### src/hdl/host_port_pkg.sv
// Shared constants, carrier struct and state codes for the host port block
package host_port_pkg;

  // ************************************************************
  // Register port map (word index on reg_addr)
  // ************************************************************
  localparam logic [3:0] ADDR_BSC      = 4'h0; // Bus switching control
  localparam logic [3:0] ADDR_GPIO_DIR = 4'h1; // Byte pin GPIO direction
  localparam logic [3:0] ADDR_GPIO_OUT = 4'h2; // Byte pin GPIO out level
  localparam logic [3:0] ADDR_GPIO_IN  = 4'h3; // Byte pin level, read only
  localparam logic [3:0] ADDR_STATUS   = 4'h4; // Port state, read only
  localparam logic [3:0] ADDR_DATA     = 4'h5; // Host data register
  localparam logic [3:0] ADDR_CTRL     = 4'h6; // Port control register
  localparam logic [3:0] ADDR_HADDR    = 4'h7; // Port address register

  // ************************************************************
  // Field positions and reset values
  // ************************************************************
  localparam int unsigned BSC_SHARED_KEEP_BIT = 0; // Shared keeper enable
  localparam int unsigned BSC_HOST_KEEP_BIT   = 1; // Host keeper enable
  localparam int unsigned STAT_ENABLED_BIT    = 0; // Port enabled by strap
  localparam int unsigned STAT_WIDE_BIT       = 1; // Wide mode select level
  localparam int unsigned STAT_BUSY_BIT       = 2; // Host access in flight
  localparam logic [1:0]  BSC_RESET           = 2'h0;
  localparam logic [7:0]  GPIO_RESET          = 8'h00;
  localparam logic [15:0] REG16_RESET         = 16'h0000;

  // ************************************************************
  // Register select codes from the host
  // ************************************************************
  localparam logic [1:0] SEL_CTRL = 2'h0; // Port control register
  localparam logic [1:0] SEL_DATA = 2'h1; // Data register
  localparam logic [1:0] SEL_ADDR = 2'h2; // Port address register
  localparam logic [1:0] SEL_RSVD = 2'h3; // Reserved, ignored

  // Host control pins grouped as one carrier
  typedef struct packed {
    logic       select_n;  // host_port_select_n
    logic       strobe_n;  // Data strobe, low while transferring
    logic       direction; // host_direction: 1 read, 0 write
    logic [1:0] reg_sel;   // {host_reg_select_hi, host_reg_select_lo}
    logic       byte_pos;  // byte_position_flag: 0 first, 1 second
  } host_ctl_s;

  // Host access sequencer states
  typedef enum logic [2:0] {
    ST_IDLE    = 3'b001,
    ST_ACCESS  = 3'b010,
    ST_RECOVER = 3'b100
  } access_e;

endpackage : host_port_pkg

### src/hdl/bus_keeper.sv
// Bus keeper model: tracks last driven level and reports hold activity
`timescale 1ns/1ps
module bus_keeper #(
  parameter int unsigned W = 8
) (
  input  wire logic         clk,
  input  wire logic         sys_rst,
  input  wire logic         enable,     // Keeper allowed to hold
  input  wire logic         drive_oe,   // Device drives the pins
  input  wire logic [W-1:0] drive_val,  // Level being driven
  output logic              keep_active,
  output logic [W-1:0]      keep_level
);

  // ************************************************************
  // Hold state
  // ************************************************************
  // Level follows the device's own drive only, so a float keeps it
  always_ff @(posedge clk) begin
    if (sys_rst) begin
      keep_level <= {W{1'b0}};
    end else if (drive_oe) begin
      keep_level <= drive_val;
    end
  end

  // Keeper holds only while nobody from this side drives
  always_ff @(posedge clk) begin
    if (sys_rst) begin
      keep_active <= 1'b0;
    end else begin
      keep_active <= enable & ~drive_oe;
    end
  end
endmodule : bus_keeper

### src/hdl/host_port_pin_control.sv
// Host port pin control: data pins, keepers, GPIO reuse, host registers
//
// The strobed register port and the placing of the registers were chosen for this implementation.
`timescale 1ns/1ps
module host_port_pin_control (
  input  wire logic                   clk,
  input  wire logic                   sys_rst,
  // Register port
  input  wire logic [3:0]             reg_addr,
  input  wire logic [15:0]            reg_wdata,
  input  wire logic                   reg_wr,
  input  wire logic                   reg_rd,
  output logic [15:0]                 reg_rdata,
  // Mode and global pins
  input  wire logic                   port_enable_strap,
  input  wire logic                   wide_mode_select,
  input  wire logic                   off_n,
  input  wire logic                   hold_in,
  // Core external memory traffic
  input  wire logic [15:0]            core_data,
  input  wire logic                   core_drive,
  // Host control pins
  input  wire host_port_pkg::host_ctl_s host_ctl,
  // Shared data pins
  input  wire logic [15:0]            shared_data_i,
  output logic [15:0]                 shared_data_o,
  output logic                        shared_data_oe,
  // Host byte data pins
  input  wire logic [7:0]             host_byte_data_i,
  output logic [7:0]                  host_byte_data_o,
  output logic [7:0]                  host_byte_data_oe,
  // Ready pin
  output logic                        host_ready_out,
  output logic                        host_ready_oe,
  // Keeper state
  output logic                        shared_keep_active,
  output logic [15:0]                 shared_keep_level,
  output logic                        host_keep_active,
  output logic [7:0]                  host_keep_level
);

  // ************************************************************
  // Declarations
  // ************************************************************
  logic [1:0]  bsc_r;            // Keeper enables
  logic [7:0]  gpio_dir_r;       // GPIO drive enables
  logic [7:0]  gpio_out_r;       // GPIO drive levels
  logic [15:0] data_r;           // Host data register
  logic [15:0] ctrl_r;           // Port control register
  logic [15:0] haddr_r;          // Port address register
  logic        port_enabled_r;   // Strap result
  logic        strap_taken_r;    // Strap already sampled
  host_port_pkg::access_e state_r;
  host_port_pkg::access_e state_nxt;
  logic [1:0]  acc_sel_r;        // Latched register select
  logic        acc_read_r;       // Latched direction
  logic        acc_byte_r;       // Latched byte position
  logic        acc_wide_r;       // Access made in wide mode
  logic        acc_start;        // Legal access begins now
  logic        sel_legal;        // Select code usable in this mode
  logic        gpio_mode;        // Byte pins belong to GPIO
  logic        host_wide_read;   // Host reading over shared pins
  logic        host_byte_read;   // Host reading over byte pins
  logic [15:0] sel_word;         // Register the access points at
  logic [7:0]  sel_byte;         // Byte of it for the byte pins

  // ************************************************************
  // Strap capture
  // ************************************************************
  // Caught one edge after release; flop takes constants under reset
  always_ff @(posedge clk) begin
    if (sys_rst) begin
      port_enabled_r <= 1'b0;
      strap_taken_r  <= 1'b0;
    end else if (!strap_taken_r) begin
      port_enabled_r <= port_enable_strap;
      strap_taken_r  <= 1'b1;
    end
  end

  // ************************************************************
  // Host access decode
  // ************************************************************
  // Reserved code never starts an access; wide mode only sees data
  always_comb begin
    sel_legal = (host_ctl.reg_sel != host_port_pkg::SEL_RSVD);
    if (wide_mode_select) begin
      sel_legal = (host_ctl.reg_sel == host_port_pkg::SEL_DATA);
    end
  end

  // Select must be low for the access to count at all
  assign acc_start = port_enabled_r && (state_r == host_port_pkg::ST_IDLE)
                     && !host_ctl.select_n && !host_ctl.strobe_n
                     && sel_legal;

  // Route the access to the selected register
  always_comb begin
    case (acc_sel_r)
      host_port_pkg::SEL_CTRL: sel_word = ctrl_r;
      host_port_pkg::SEL_ADDR: sel_word = haddr_r;
      default:                 sel_word = data_r;
    endcase
    sel_byte = acc_byte_r ? sel_word[15:8] : sel_word[7:0];
  end

  // ************************************************************
  // Access sequencer
  // ************************************************************
  // Access lasts while strobe and select stay low; one recovery cycle
  always_comb begin
    state_nxt = state_r;
    case (state_r)
      host_port_pkg::ST_IDLE: begin
        if (acc_start) begin
          state_nxt = host_port_pkg::ST_ACCESS;
        end
      end
      host_port_pkg::ST_ACCESS: begin
        if (host_ctl.strobe_n || host_ctl.select_n) begin
          state_nxt = host_port_pkg::ST_RECOVER;
        end
      end
      host_port_pkg::ST_RECOVER: begin
        state_nxt = host_port_pkg::ST_IDLE;
      end
      default: begin
        state_nxt = host_port_pkg::ST_IDLE;
      end
    endcase
  end

  always_ff @(posedge clk) begin
    if (sys_rst) begin
      state_r <= host_port_pkg::ST_IDLE;
    end else begin
      state_r <= state_nxt;
    end
  end

  // Access attributes held for the whole access
  always_ff @(posedge clk) begin
    if (sys_rst) begin
      acc_sel_r  <= host_port_pkg::SEL_DATA;
      acc_read_r <= 1'b0;
      acc_byte_r <= 1'b0;
      acc_wide_r <= 1'b0;
    end else if (acc_start) begin
      acc_sel_r  <= host_ctl.reg_sel;
      acc_read_r <= host_ctl.direction;
      acc_byte_r <= host_ctl.byte_pos;
      acc_wide_r <= wide_mode_select;
    end
  end

  // Ready low from the access until recovery ends
  always_ff @(posedge clk) begin
    if (sys_rst) begin
      host_ready_out <= 1'b0;
      host_ready_oe  <= 1'b0;
    end else begin
      host_ready_out <= port_enabled_r
                        && (state_nxt == host_port_pkg::ST_IDLE);
      host_ready_oe  <= off_n;
    end
  end

  // ************************************************************
  // Host-visible registers
  // ************************************************************
  // Host write wins over a software write in the same cycle
  always_ff @(posedge clk) begin
    if (sys_rst) begin
      data_r  <= host_port_pkg::REG16_RESET;
      ctrl_r  <= host_port_pkg::REG16_RESET;
      haddr_r <= host_port_pkg::REG16_RESET;
    end else if (acc_start && !host_ctl.direction) begin
      case (host_ctl.reg_sel)
        host_port_pkg::SEL_CTRL: begin
          if (host_ctl.byte_pos) ctrl_r[15:8] <= host_byte_data_i;
          else                   ctrl_r[7:0]  <= host_byte_data_i;
        end
        host_port_pkg::SEL_ADDR: begin
          if (host_ctl.byte_pos) haddr_r[15:8] <= host_byte_data_i;
          else                   haddr_r[7:0]  <= host_byte_data_i;
        end
        default: begin
          if (wide_mode_select) begin
            data_r <= shared_data_i;
          end else if (host_ctl.byte_pos) begin
            data_r[15:8] <= host_byte_data_i;
          end else begin
            data_r[7:0] <= host_byte_data_i;
          end
        end
      endcase
    end else if (reg_wr) begin
      case (reg_addr)
        host_port_pkg::ADDR_DATA:  data_r  <= reg_wdata;
        host_port_pkg::ADDR_CTRL:  ctrl_r  <= reg_wdata;
        host_port_pkg::ADDR_HADDR: haddr_r <= reg_wdata;
        default: ;
      endcase
    end
  end

  // ************************************************************
  // Software registers
  // ************************************************************
  // Keeper enables cleared by reset, then under software control
  always_ff @(posedge clk) begin
    if (sys_rst) begin
      bsc_r      <= host_port_pkg::BSC_RESET;
      gpio_dir_r <= host_port_pkg::GPIO_RESET;
      gpio_out_r <= host_port_pkg::GPIO_RESET;
    end else if (reg_wr) begin
      case (reg_addr)
        host_port_pkg::ADDR_BSC:      bsc_r      <= reg_wdata[1:0];
        host_port_pkg::ADDR_GPIO_DIR: gpio_dir_r <= reg_wdata[7:0];
        host_port_pkg::ADDR_GPIO_OUT: gpio_out_r <= reg_wdata[7:0];
        default: ;
      endcase
    end
  end

  // Read data one cycle after the strobe; zero otherwise
  always_ff @(posedge clk) begin
    if (sys_rst || !reg_rd) begin
      reg_rdata <= 16'h0000;
    end else begin
      case (reg_addr)
        host_port_pkg::ADDR_BSC:      reg_rdata <= {14'h0000, bsc_r};
        host_port_pkg::ADDR_GPIO_DIR: reg_rdata <= {8'h00, gpio_dir_r};
        host_port_pkg::ADDR_GPIO_OUT: reg_rdata <= {8'h00, gpio_out_r};
        host_port_pkg::ADDR_GPIO_IN:  reg_rdata <= {8'h00, host_byte_data_i};
        host_port_pkg::ADDR_STATUS: begin
          reg_rdata <= {13'h0000,
                        (state_r != host_port_pkg::ST_IDLE),
                        wide_mode_select, port_enabled_r};
        end
        host_port_pkg::ADDR_DATA:     reg_rdata <= data_r;
        host_port_pkg::ADDR_CTRL:     reg_rdata <= ctrl_r;
        host_port_pkg::ADDR_HADDR:    reg_rdata <= haddr_r;
        default:                      reg_rdata <= 16'h0000;
      endcase
    end
  end

  // ************************************************************
  // Pin drivers
  // ************************************************************
  assign gpio_mode      = !port_enabled_r || wide_mode_select;
  assign host_wide_read = (state_r == host_port_pkg::ST_ACCESS)
                          && acc_read_r && acc_wide_r;
  assign host_byte_read = (state_r == host_port_pkg::ST_ACCESS)
                          && acc_read_r && !acc_wide_r;

  // Shared pins: any of reset, hold or output-disable wins over drive
  always_ff @(posedge clk) begin
    if (sys_rst) begin
      shared_data_oe <= 1'b0;
      shared_data_o  <= 16'h0000;
    end else begin
      shared_data_oe <= off_n && !hold_in
                        && (core_drive || host_wide_read);
      shared_data_o  <= host_wide_read ? data_r : core_data;
    end
  end

  // Byte pins: GPIO, host read data, or float
  always_ff @(posedge clk) begin
    if (sys_rst || !off_n) begin
      host_byte_data_oe <= 8'h00;
      host_byte_data_o  <= 8'h00;
    end else if (gpio_mode) begin
      host_byte_data_oe <= gpio_dir_r;
      host_byte_data_o  <= gpio_out_r;
    end else if (host_byte_read) begin
      host_byte_data_oe <= 8'hFF;
      host_byte_data_o  <= sel_byte;
    end else begin
      host_byte_data_oe <= 8'h00;
      host_byte_data_o  <= 8'h00;
    end
  end

  // ************************************************************
  // Keepers
  // ************************************************************
  bus_keeper #(.W(16)) u_shared_keeper (
    .clk         (clk),
    .sys_rst     (sys_rst),
    .enable      (bsc_r[host_port_pkg::BSC_SHARED_KEEP_BIT]),
    .drive_oe    (shared_data_oe),
    .drive_val   (shared_data_o),
    .keep_active (shared_keep_active),
    .keep_level  (shared_keep_level)
  );

  // Wide mode forces the host keepers on whatever the bit says
  bus_keeper #(.W(8)) u_host_keeper (
    .clk         (clk),
    .sys_rst     (sys_rst),
    .enable      (wide_mode_select
                  || bsc_r[host_port_pkg::BSC_HOST_KEEP_BIT]),
    .drive_oe    (|host_byte_data_oe),
    .drive_val   (host_byte_data_o),
    .keep_active (host_keep_active),
    .keep_level  (host_keep_level)
  );
endmodule : host_port_pin_control

### config.mk
export PLATFORM = sky130hd
export DESIGN_NAME = host_port_pin_control
export DESIGN_NICKNAME = d
export VERILOG_FILES = /design/src/hdl/host_port_pkg.sv /design/src/hdl/bus_keeper.sv /design/src/hdl/host_port_pin_control.sv
export SDC_FILE = /design/constraint.sdc
export NUM_CORES = 1
export LEC_CHECK = 0
export ABC_AREA = 1
export BUFFER_PORTS_ARGS = -buffer_cell sky130_fd_sc_hd__buf_2
export CAP_MARGIN = 0
export CORE_ASPECT_RATIO = 1.75
export CORE_MARGIN = 2
export CORE_UTILIZATION = 59
export CTS_BUF_LIST = sky130_fd_sc_hd__clkbuf_16
export DETAILED_ROUTE_END_ITERATION = 8
export GPL_ROUTABILITY_DRIVEN = 0
export GPL_TIMING_DRIVEN = 0
export MAX_ROUTING_LAYER = met4
export PLACE_DENSITY = 0.82
export RECOVER_POWER = 50
export SLEW_MARGIN = 20
export SYNTH_ARGS = -nofsm -noshare
export SYNTH_HDL_FRONTEND = slang
export SYNTH_SLANG_ARGS = --single-unit
### constraint.sdc
create_clock -name clk -period 2.8 [get_ports clk]
set_input_delay 0.42 -clock clk [delete_from_list [all_inputs] [get_ports clk]]
set_output_delay 0.42 -clock clk [all_outputs]
set_load 0.01 [all_outputs]
==> results of run 1 <==
-- synth_stat cells, drive strengths merged (2+ instances only) --
master     n  area, um2
a211oi     4       30.0
a21oi    107        536
a22o       3       26.3
buf       28        204
clkbuf    27        101
dfxtp    153       3060
inv       68        255
nand2    264       1050
nand3     65        348
nand4     21        150
nor2     132        513
nor3       5       36.3
o2111ai    2       17.5
o211ai     6       45.0
o21ai     80        400
o221ai     7       61.3
o22ai     11       68.8
-- layout make-up --
cell class,count,share of cell area
Clock buffer,17,0.0509
Inverter,69,0.0310
Buffer,55,0.0362
Clock inverter,15,0.0214
Tap cell,135,0.0202
Sequential cell,153,0.367
Timing Repair Buffer,148,0.0770
Multi-Input combinational cell,712,0.397
-- sequential cells by signal, summed over array words and instances, names as in the netlist, 2 cells and up --
| signal | flops |
|---|---|
| u_host_keeper.keep_level | 8 |
| state_r | 3 |
| haddr_r | 16 |
| host_byte_data_oe | 8 |
| acc_sel_r | 2 |
| u_shared_keeper.keep_level | 16 |
| data_r | 16 |
| host_byte_data_o | 8 |
| gpio_out_r | 8 |
| ctrl_r | 16 |
| shared_data_o | 16 |
| bsc_r | 2 |
| gpio_dir_r | 8 |
| reg_rdata | 16 |
-- layer usage --
metal / vias to the layer above / share of wire / wire (um) / global-route usage
met3: 119 / 0.084 / 1950 / 0.0720
met5: - / 0 / 0 / -
met4: 0 / 0.064 / 1480 / 0.223
met2: 452 / 0.50 / 11500 / 0.631
met1: 3318 / 0.36 / 8300 / 0.414
li1: 3605 / - / - / -
-- power breakdown --
part | switching, mW | internal, mW | leakage (nW)
logic | 0.298 | 0.145 | 2.14
clock network | 1.00 | 1.34 | 0.294
registers | 0.0442 | 2.23 | 1.24
total | 1.35 | 3.72 | 3.67
-- worst min path at each step --
| stage | cells after the start | start | to |
|---|---|---|---|
| 2_1_floorplan | 1 | strap_taken_r | port_enabled_r |
| 3_3_place_gp | 1 | strap_taken_r | port_enabled_r |
| 3_5_place_dp | 1 | strap_taken_r | port_enabled_r |
| 4_1_cts | 2 | host_ctl[5] | state_r[1] |
| 5_1_grt | 2 | hold_in | shared_data_oe |
| 6_report | 2 | host_ctl[5] | state_r[1] |
-- through the flow --
step	utilization	hold slack, ns	power (mW)	std cells	instance area (um2)
after CTS	0.736	0.157	5.05	1304	8470
after floorplan	-	0.405	2.57	989	6960
after global routing	0.726	0.156	5.19	1304	8360
final	0.726	0.153	5.07	1304	8360
after global placement	0.683	0.411	2.75	1272	7870
after detailed placement	0.683	0.423	2.76	1272	7870
-- logic make-up after synthesis --
family	after synthesis
compound gates	223
buf+inv	124
flops	153
simple gates	489
-- cells in the final DEF (no fill, tap or decap), types with 11 or more instances in the layout --
cell       netlist  layout
o22ai_1         11      11
nand4_1         18      18
nor2_1         129     130
nand3_1         62      62
buf_2           16      84
clkbuf_1        27     107
o21ai_0         80      80
dfxtp_1        153     153
nand2_1        251     252
clkbuf_16        0      17
a21oi_1        107     107
inv_1           64      64
==> results.cfg, run 1 <==
[outcome]
status = completed

[logic_synthesis]
ys.flop_type = dfxtp_1
synth_edf_count = 0
syn_inst = 989
synth_top_family_by_area = simple AND/OR/NAND/NOR gates
avgSynthCellArea_um2 = 7.04
synth_area_um2 = 6960
synth_xor_area_frac = 0
ys_async_sr_fraction = 0
synthDistinctLibCells = 34
synthAdderAreaFrac = 0
ys_warn_count = 0
synth_mux_area_frac = 0
synth_compound_area_frac = 0.173
syn_nets = 1064
synth-seq-cells = 153
ys_seq_area_frac = 0.440
synthSimpleGateAreaFrac = 0.305

[place]
pre_cts_slack_ns = 0.658
place_hpwl_mm = 17.5
io_buffers = 148

[critical_path]
critPathSlowestCell = nor3_1
worstSetupEndpoint = data_r[5]
r2r_end = data_r[5]
rrSetupSlack_ns = 0.63
crit_path_cell_trace = inv_1 > nor3_1 > nand2_2 > nor2_4 > nand3_2 > buf_2 > a21oi_1 > nor2_1
crit_path_max_fanout = 10
timing.rr.start = state_r[0]
cp-start-kind = flop
cp_num_buf_inv = 2
arrival_ns = 2.49
crit_start = state_r[0]
required_ns = 3.13
cp_top_family = simple AND/OR/NAND/NOR gates
crit_path_end_kind = flop
ff2ff_path_depth = 8
critical_path_class = reg -> reg
crit_cells = 8
cp_slowest_stage_delay_ns = 0.57

[timing]
setup_ws_ns = 0.631
clock_skew_ns = 0.0107
worst_pin_slew_ns = 0.748
final-max-slew-violation-count = 0
fmax_ghz = 0.461
slew_headroom = 0.498
fin_tns_setup_ns = 0
final_hold_viol_count = 0
rsz0062_at_grt = no
period_needed_ns = 2.17
period_share = 0.775
finalSetupViolCount = 0

[detailed_routing]
drt_pass1_iterations = 7
remaining_drc_errors = 0
vias = 7494
drt_wl_total_mm = 23.3
drt_iter0_drc = 622
final_antenna_net_count = 0
wl_per_cell_um = 17.9
viasPerCell = 5.75

[global_route]
grt_overflow = 0
antenna_found_initial = 0
grt_pass1_vias = 7069
grt_pass1_wl_mm = 35.9
grt_usage = 0.379
grt_max_degree = 17

[cts]
path_clk_slew_ns = 0.07
cts_buffer_depth = 2
root_buffer = clkbuf_16
cts_resized = 0
clock_sinks = 153
clk_latency_ns = 0.44
htreeDepth = 4
cts_tree = done
cts_hold_buffers = 0
cts_buffers = 17
cts_setup_buffers = 0

[power]
powerDensity_nw_per_um2 = 606
ir_drop_v = 0.000452
p_leak_nw = 3.67

[finish]
seqCellArea_um2 = 3060
multiInputGateArea_um2 = 3320
area_growth_pct = 20.1
layout.nets = 1231
antenna_cells = 0
drive_above_1_share = 0.131
fill_cells = 1044

[die]
start_util = 0.604
die_y_um = 148
ios = 152
num_rows = 52
die_w_um = 86.1
die-area_um2 = 12700
core_um2 = 11500

[run]
maxCapViolCount = 0

[min_path]
hold_path_class = in -> reg
(Power assumes the default switching activity.)
==> run 2, diff against run 1 <==
--- a/config.mk
+++ b/config.mk
@@ -10,13 +10,13 @@
 export CAP_MARGIN = 0
 export CORE_ASPECT_RATIO = 1.75
 export CORE_MARGIN = 2
-export CORE_UTILIZATION = 59
+export CORE_UTILIZATION = 49
 export CTS_BUF_LIST = sky130_fd_sc_hd__clkbuf_16
 export DETAILED_ROUTE_END_ITERATION = 8
 export GPL_ROUTABILITY_DRIVEN = 0
 export GPL_TIMING_DRIVEN = 0
 export MAX_ROUTING_LAYER = met4
-export PLACE_DENSITY = 0.82
+export PLACE_DENSITY = 0.72
 export RECOVER_POWER = 50
 export SLEW_MARGIN = 20
 export SYNTH_ARGS = -nofsm -noshare
==> constraint.sdc (replaced) <==
create_clock -name clk -period 1.85 [get_ports clk]
set_input_delay 0.2775 -clock clk [delete_from_list [all_inputs] [get_ports clk]]
set_output_delay 0.2775 -clock clk [all_outputs]
set_load 0.01 [all_outputs]
==> results.cfg, run 2 (synthesis gave the netlist of run 1 again) <==
[outcome]
status = completed

[min_path]
hold_path_class = in -> reg
min_path_cells = 2
hold_path_end = state_r[1]
hp-start = host_ctl[4]

[die]
core_um2 = 13900
die_y_um = 162
num_rows = 57
ios = 152
die-area_um2 = 15200
start_util = 0.500
die_w_um = 94.1

[timing]
worst_pin_slew_ns = 0.585
period_share = 0.987
fin_tns_setup_ns = 0
fmax_ghz = 0.548
finalSetupViolCount = 0
clock_skew_ns = 0.0101
slew_headroom = 0.610
rsz0062_at_grt = no
final-max-slew-violation-count = 0
final_hold_viol_count = 0
period_needed_ns = 1.83

[detailed_routing]
wl_per_cell_um = 17.1
final_antenna_net_count = 0
viasPerCell = 5.36
drt_iter0_drc = 542
drt_pass1_iterations = 5
vias = 7253
drt_wl_total_mm = 23.2
remaining_drc_errors = 0

[power]
ir_drop_v = 0.000649
p_leak_nw = 3.73
powerDensity_nw_per_um2 = 881

[finish]
layout.nets = 1236
area_growth_pct = 21.6
drive_above_1_share = 0.142
fin_cells = 1353
fin_util = 0.608
mostFrequentLayoutCell = nand2_1
fill_cells = 1436
layout_common_cells = 249 x nand2_1, 152 x dfxtp_1, 129 x nor2_1, 107 x a21oi_1, 105 x clkbuf_1
design_area_um2 = 8460

[cts]
clock_sinks = 153
clk_latency_ns = 0.42
htreeDepth = 4
path_clk_slew_ns = 0.06
root_buffer = clkbuf_16
cts_buffers = 17
cts_hold_buffers = 0
cts_buffer_depth = 2
cts_tree = done

[critical_path]
required_ns = 2.20
rrSetupSlack_ns = 0.02
critPathSlowestCell = dfxtp_1
ff2ff_path_depth = 8
cp_num_buf_inv = 3
cp_slowest_stage_delay_ns = 0.30
crit_path_max_fanout = 10
arrival_ns = 2.17
critical_path_class = reg -> reg
cp_top_family = buffers and inverters
r2r_end = host_byte_data_o[2]
cp-start-kind = flop
crit_path_cell_trace = buf_2 > inv_1 > nand2_2 > buf_4 > nor2_1 > o21ai_0 > nand3_1 > a21oi_1
timing.rr.start = acc_sel_r[0]
crit_path_end_kind = flop

[place]
place_area_um2 = 7920
place_inst = 1314
place_hpwl_mm = 18.3
io_buffers = 148

[global_route]
grt_pass1_vias = 6835
grt_usage = 0.317
grt_overflow = 0
antenna_found_initial = 1
grt_pass1_wl_mm = 35.4
grt_max_degree = 17

[run]
maxCapViolCount = 0
## run 2: cell count changes in the layout (fill, tap and decap cells not counted), moves of 3 or more
cell and delta:
buf_4 +5, o21ai_0 -7, clkinv_2 +3, nand2_1 -3, o21ai_1 +6
## run 2: worst max path at each step
stage | from | to | cells after the start
2_1_floorplan | wide_mode_select | ctrl_r[5] | 11
3_3_place_gp | sys_rst | u_host_keeper.keep_level[3] | 6
3_5_place_dp | sys_rst | u_host_keeper.keep_level[2] | 6
4_1_cts | acc_sel_r[0] | host_byte_data_o[5] | 8
5_1_grt | state_r[0] | ctrl_r[8] | 10
6_report | acc_sel_r[0] | host_byte_data_o[2] | 8
## run 2: layout make-up
class | count | area [um2] | share of cell area
plain buffers | 55 | 314 | 0.0371
inverters | 69 | 259 | 0.0306
clock buffers | 17 | 425 | 0.0503
well taps | 177 | 221 | 0.0262
clock inverters | 15 | 141 | 0.0167
multi-input cells | 712 | 3350 | 0.396
repair buffers | 153 | 681 | 0.0804
flip-flops and latches | 153 | 3060 | 0.362
diodes | 2 | 5.00 | 0.000591
## run 2: stage by stage
step	total power, mW	worst slack [ns]	hold WS, ns
after detailed placement	4.18	-0.103	0.424
after floorplan	3.88	0.366	0.354
final	7.46	0.0244	0.0235
after CTS	7.47	0.0127	0.0197
after global routing	7.68	0.0183	0.0253
after global placement	4.17	-0.129	0.410
## run 2: repair_timing
| item | CTS | global route |
|---|---|---|
| pin swaps | 0 | 4 |
| setup buffers | 0 | 5 |
| resized for setup | 4 | 13 |
| setup endpoints to repair | 6 | 37 |
| hold endpoints to repair | 0 | 0 |
| gates cloned | 0 | 0 |
## run 2: power breakdown
part	leakage [nW]	internal [mW]	switching (mW)	total [mW]
logic	2.20	0.224	0.447	0.671
clock network	0.282	1.88	1.46	3.34
registers	1.24	3.38	0.0656	3.45
total	3.73	5.48	1.97	7.46
## run 2: routing by layer
metal,part of all wire,up-vias,track usage,wire length [um]
li1,-,3611,-,-
met1,0.36,3216,0.333,8400
met2,0.50,332,0.538,11600
met3,0.059,94,0.0376,1380
met4,0.078,0,0.230,1810
met5,0,-,-,0
==> run 3, diff against run 2 <==
--- a/config.mk
+++ b/config.mk
@@ -9,14 +9,13 @@
 export BUFFER_PORTS_ARGS = -buffer_cell sky130_fd_sc_hd__buf_2
 export CAP_MARGIN = 0
 export CORE_ASPECT_RATIO = 1.75
-export CORE_MARGIN = 2
+export CORE_MARGIN = 5
 export CORE_UTILIZATION = 49
 export CTS_BUF_LIST = sky130_fd_sc_hd__clkbuf_16
 export DETAILED_ROUTE_END_ITERATION = 8
 export GPL_ROUTABILITY_DRIVEN = 0
 export GPL_TIMING_DRIVEN = 0
-export MAX_ROUTING_LAYER = met4
-export PLACE_DENSITY = 0.72
+export PLACE_DENSITY = 0.86
 export RECOVER_POWER = 50
 export SLEW_MARGIN = 20
 export SYNTH_ARGS = -nofsm -noshare
==> results.cfg, run 3 (synthesis gave the netlist of run 1 again) <==
[timing]
slew_headroom = 0.647
period_share = 0.971
fmax_ghz = 0.557
rsz0062_at_grt = yes
fin_tns_setup_ns = 0
clock_skew_ns = 0.00648
final-max-slew-violation-count = 0
worst_pin_slew_ns = 0.530
period_needed_ns = 1.80
final_hold_viol_count = 0
setup_ws_ns = 0.0540
finalSetupViolCount = 0

[cts]
cts_tree = done
path_clk_slew_ns = 0.06
cts_hold_buffers = 0
root_buffer = clkbuf_16
cts_buffers = 17
clock_sinks = 153
clk_latency_ns = 0.42
cts_buffer_depth = 2
htreeDepth = 4

[critical_path]
crit_top_cell = clkbuf_4
arrival_ns = 2.13
critical_path_class = reg -> reg
cp_num_buf_inv = 3
cp-start-kind = flop
crit_path_cell_trace = clkbuf_4 > clkinvlp_4 > nand2_4 > clkbuf_4 > o221ai_1 > nand2_1 > nand3_1 > a21oi_1
cp_slowest_stage_delay_ns = 0.30
crit_path_max_fanout = 10
cp_top_family = buffers and inverters
required_ns = 2.19
crit_path_end_kind = flop
critPathSlowestCell = dfxtp_1

[power]
p_clk_frac = 0.470
ir_drop_v = 0.000546
p_seq_frac = 0.443
p_int_mw = 5.87
p_leak_nw = 3.74
switchingPower_mw = 1.92
power_mw = 7.78
powerDensity_nw_per_um2 = 914
comb_power_share = 0.087
swShare = 0.246

[detailed_routing]
remaining_drc_errors = 0
drt_iter0_drc = 678
drt_pass1_iterations = 6
drt_wl_total_mm = 24.0
wl_per_cell_um = 17.7
viasPerCell = 5.60
vias = 7574
final_antenna_net_count = 0

[place]
io_buffers = 148
pre_cts_slack_ns = -0.139
place_hpwl_mm = 18.3

[global_route]
antenna_found_initial = 3
grt_pass1_wl_mm = 37.2
grt_usage = 0.284
grt_overflow = 0
grt_pass1_vias = 7406
grt_max_degree = 17

[die]
ios = 152
core_um2 = 13900
start_util = 0.500
num_rows = 57
die-area_um2 = 16800
die_w_um = 100
die_y_um = 168

[finish]
layout.nets = 1235
area_growth_pct = 22.3
layout_common_cells = 249 x nand2_1, 153 x dfxtp_1, 129 x nor2_1, 107 x a21oi_1, 102 x clkbuf_1
fill_cells = 1280
drive_above_1_share = 0.141
mostFrequentLayoutCell = nand2_1
fin_util = 0.612

[min_path]
hold_path_class = in -> reg

[outcome]
status = completed

[run]
maxCapViolCount = 0
==> run 3: worst paths after layout <==
check | start | end | slack [ns] | depth (start not counted)
worst max-delay path | acc_sel_r[0] | host_byte_data_o[7] | 0.05 | 8
worst min-delay path | hold_in | shared_data_oe | 0.02 | 2
worst max register to register | acc_sel_r[0] | host_byte_data_o[7] | 0.05 | 8
worst min register to register | strap_taken_r | port_enabled_r | 0.44 | 1
==> run 3: cell type report <==
type / count / area (um2) / area share
plain buffers: 55 / 317 / 0.0372
clock inverters: 15 / 199 / 0.0234
well taps: 177 / 221 / 0.0260
flip-flops and latches: 153 / 3060 / 0.360
clock buffers: 17 / 425 / 0.0500
repair buffers: 152 / 676 / 0.0794
inverters: 69 / 263 / 0.0309
multi-input cells: 712 / 3340 / 0.393
diodes: 3 / 7.51 / 0.000882
==> run 3: routing by layer <==
metal  GRT usage  vias to the layer above  part of all wire
li1            -                     3618                 -
met1       0.302                     3337              0.35
met2       0.476                      442              0.47
met3      0.0550                      177             0.085
met4       0.235                        0             0.096
met5           0                        -                 0
==> run 3: power groups by stage <==
| stage | clock (mW) | combinational [mW] | sequential (mW) |
|---|---|---|---|
| 4_1_cts | 3.67 | 0.672 | 3.44 |
| 3_3_place_gp | 0 | 0.652 | 3.51 |
| 6_report | 3.66 | 0.679 | 3.45 |
| 2_1_floorplan | 0 | 0.368 | 3.52 |
| 5_1_grt | 3.82 | 0.742 | 3.45 |
| 3_5_place_dp | 0 | 0.664 | 3.51 |
==> run 3: timing repair <==
action,CTS,global route
pin swaps,0,1
gates resized for setup,4,9
setup buffers,0,4
setup endpoints to repair,2,29
==> run 3: metrics by stage <==
step | instances | hold WS, ns | cell area (um2)
final | 1353 | 0.0248 | 8510
after global routing | 1353 | 0.0248 | 8510
after CTS | 1346 | 0.0179 | 8550
after detailed placement | 1314 | 0.419 | 7920
after global placement | 1314 | 0.410 | 7920
after floorplan | 989 | 0.354 | 6960
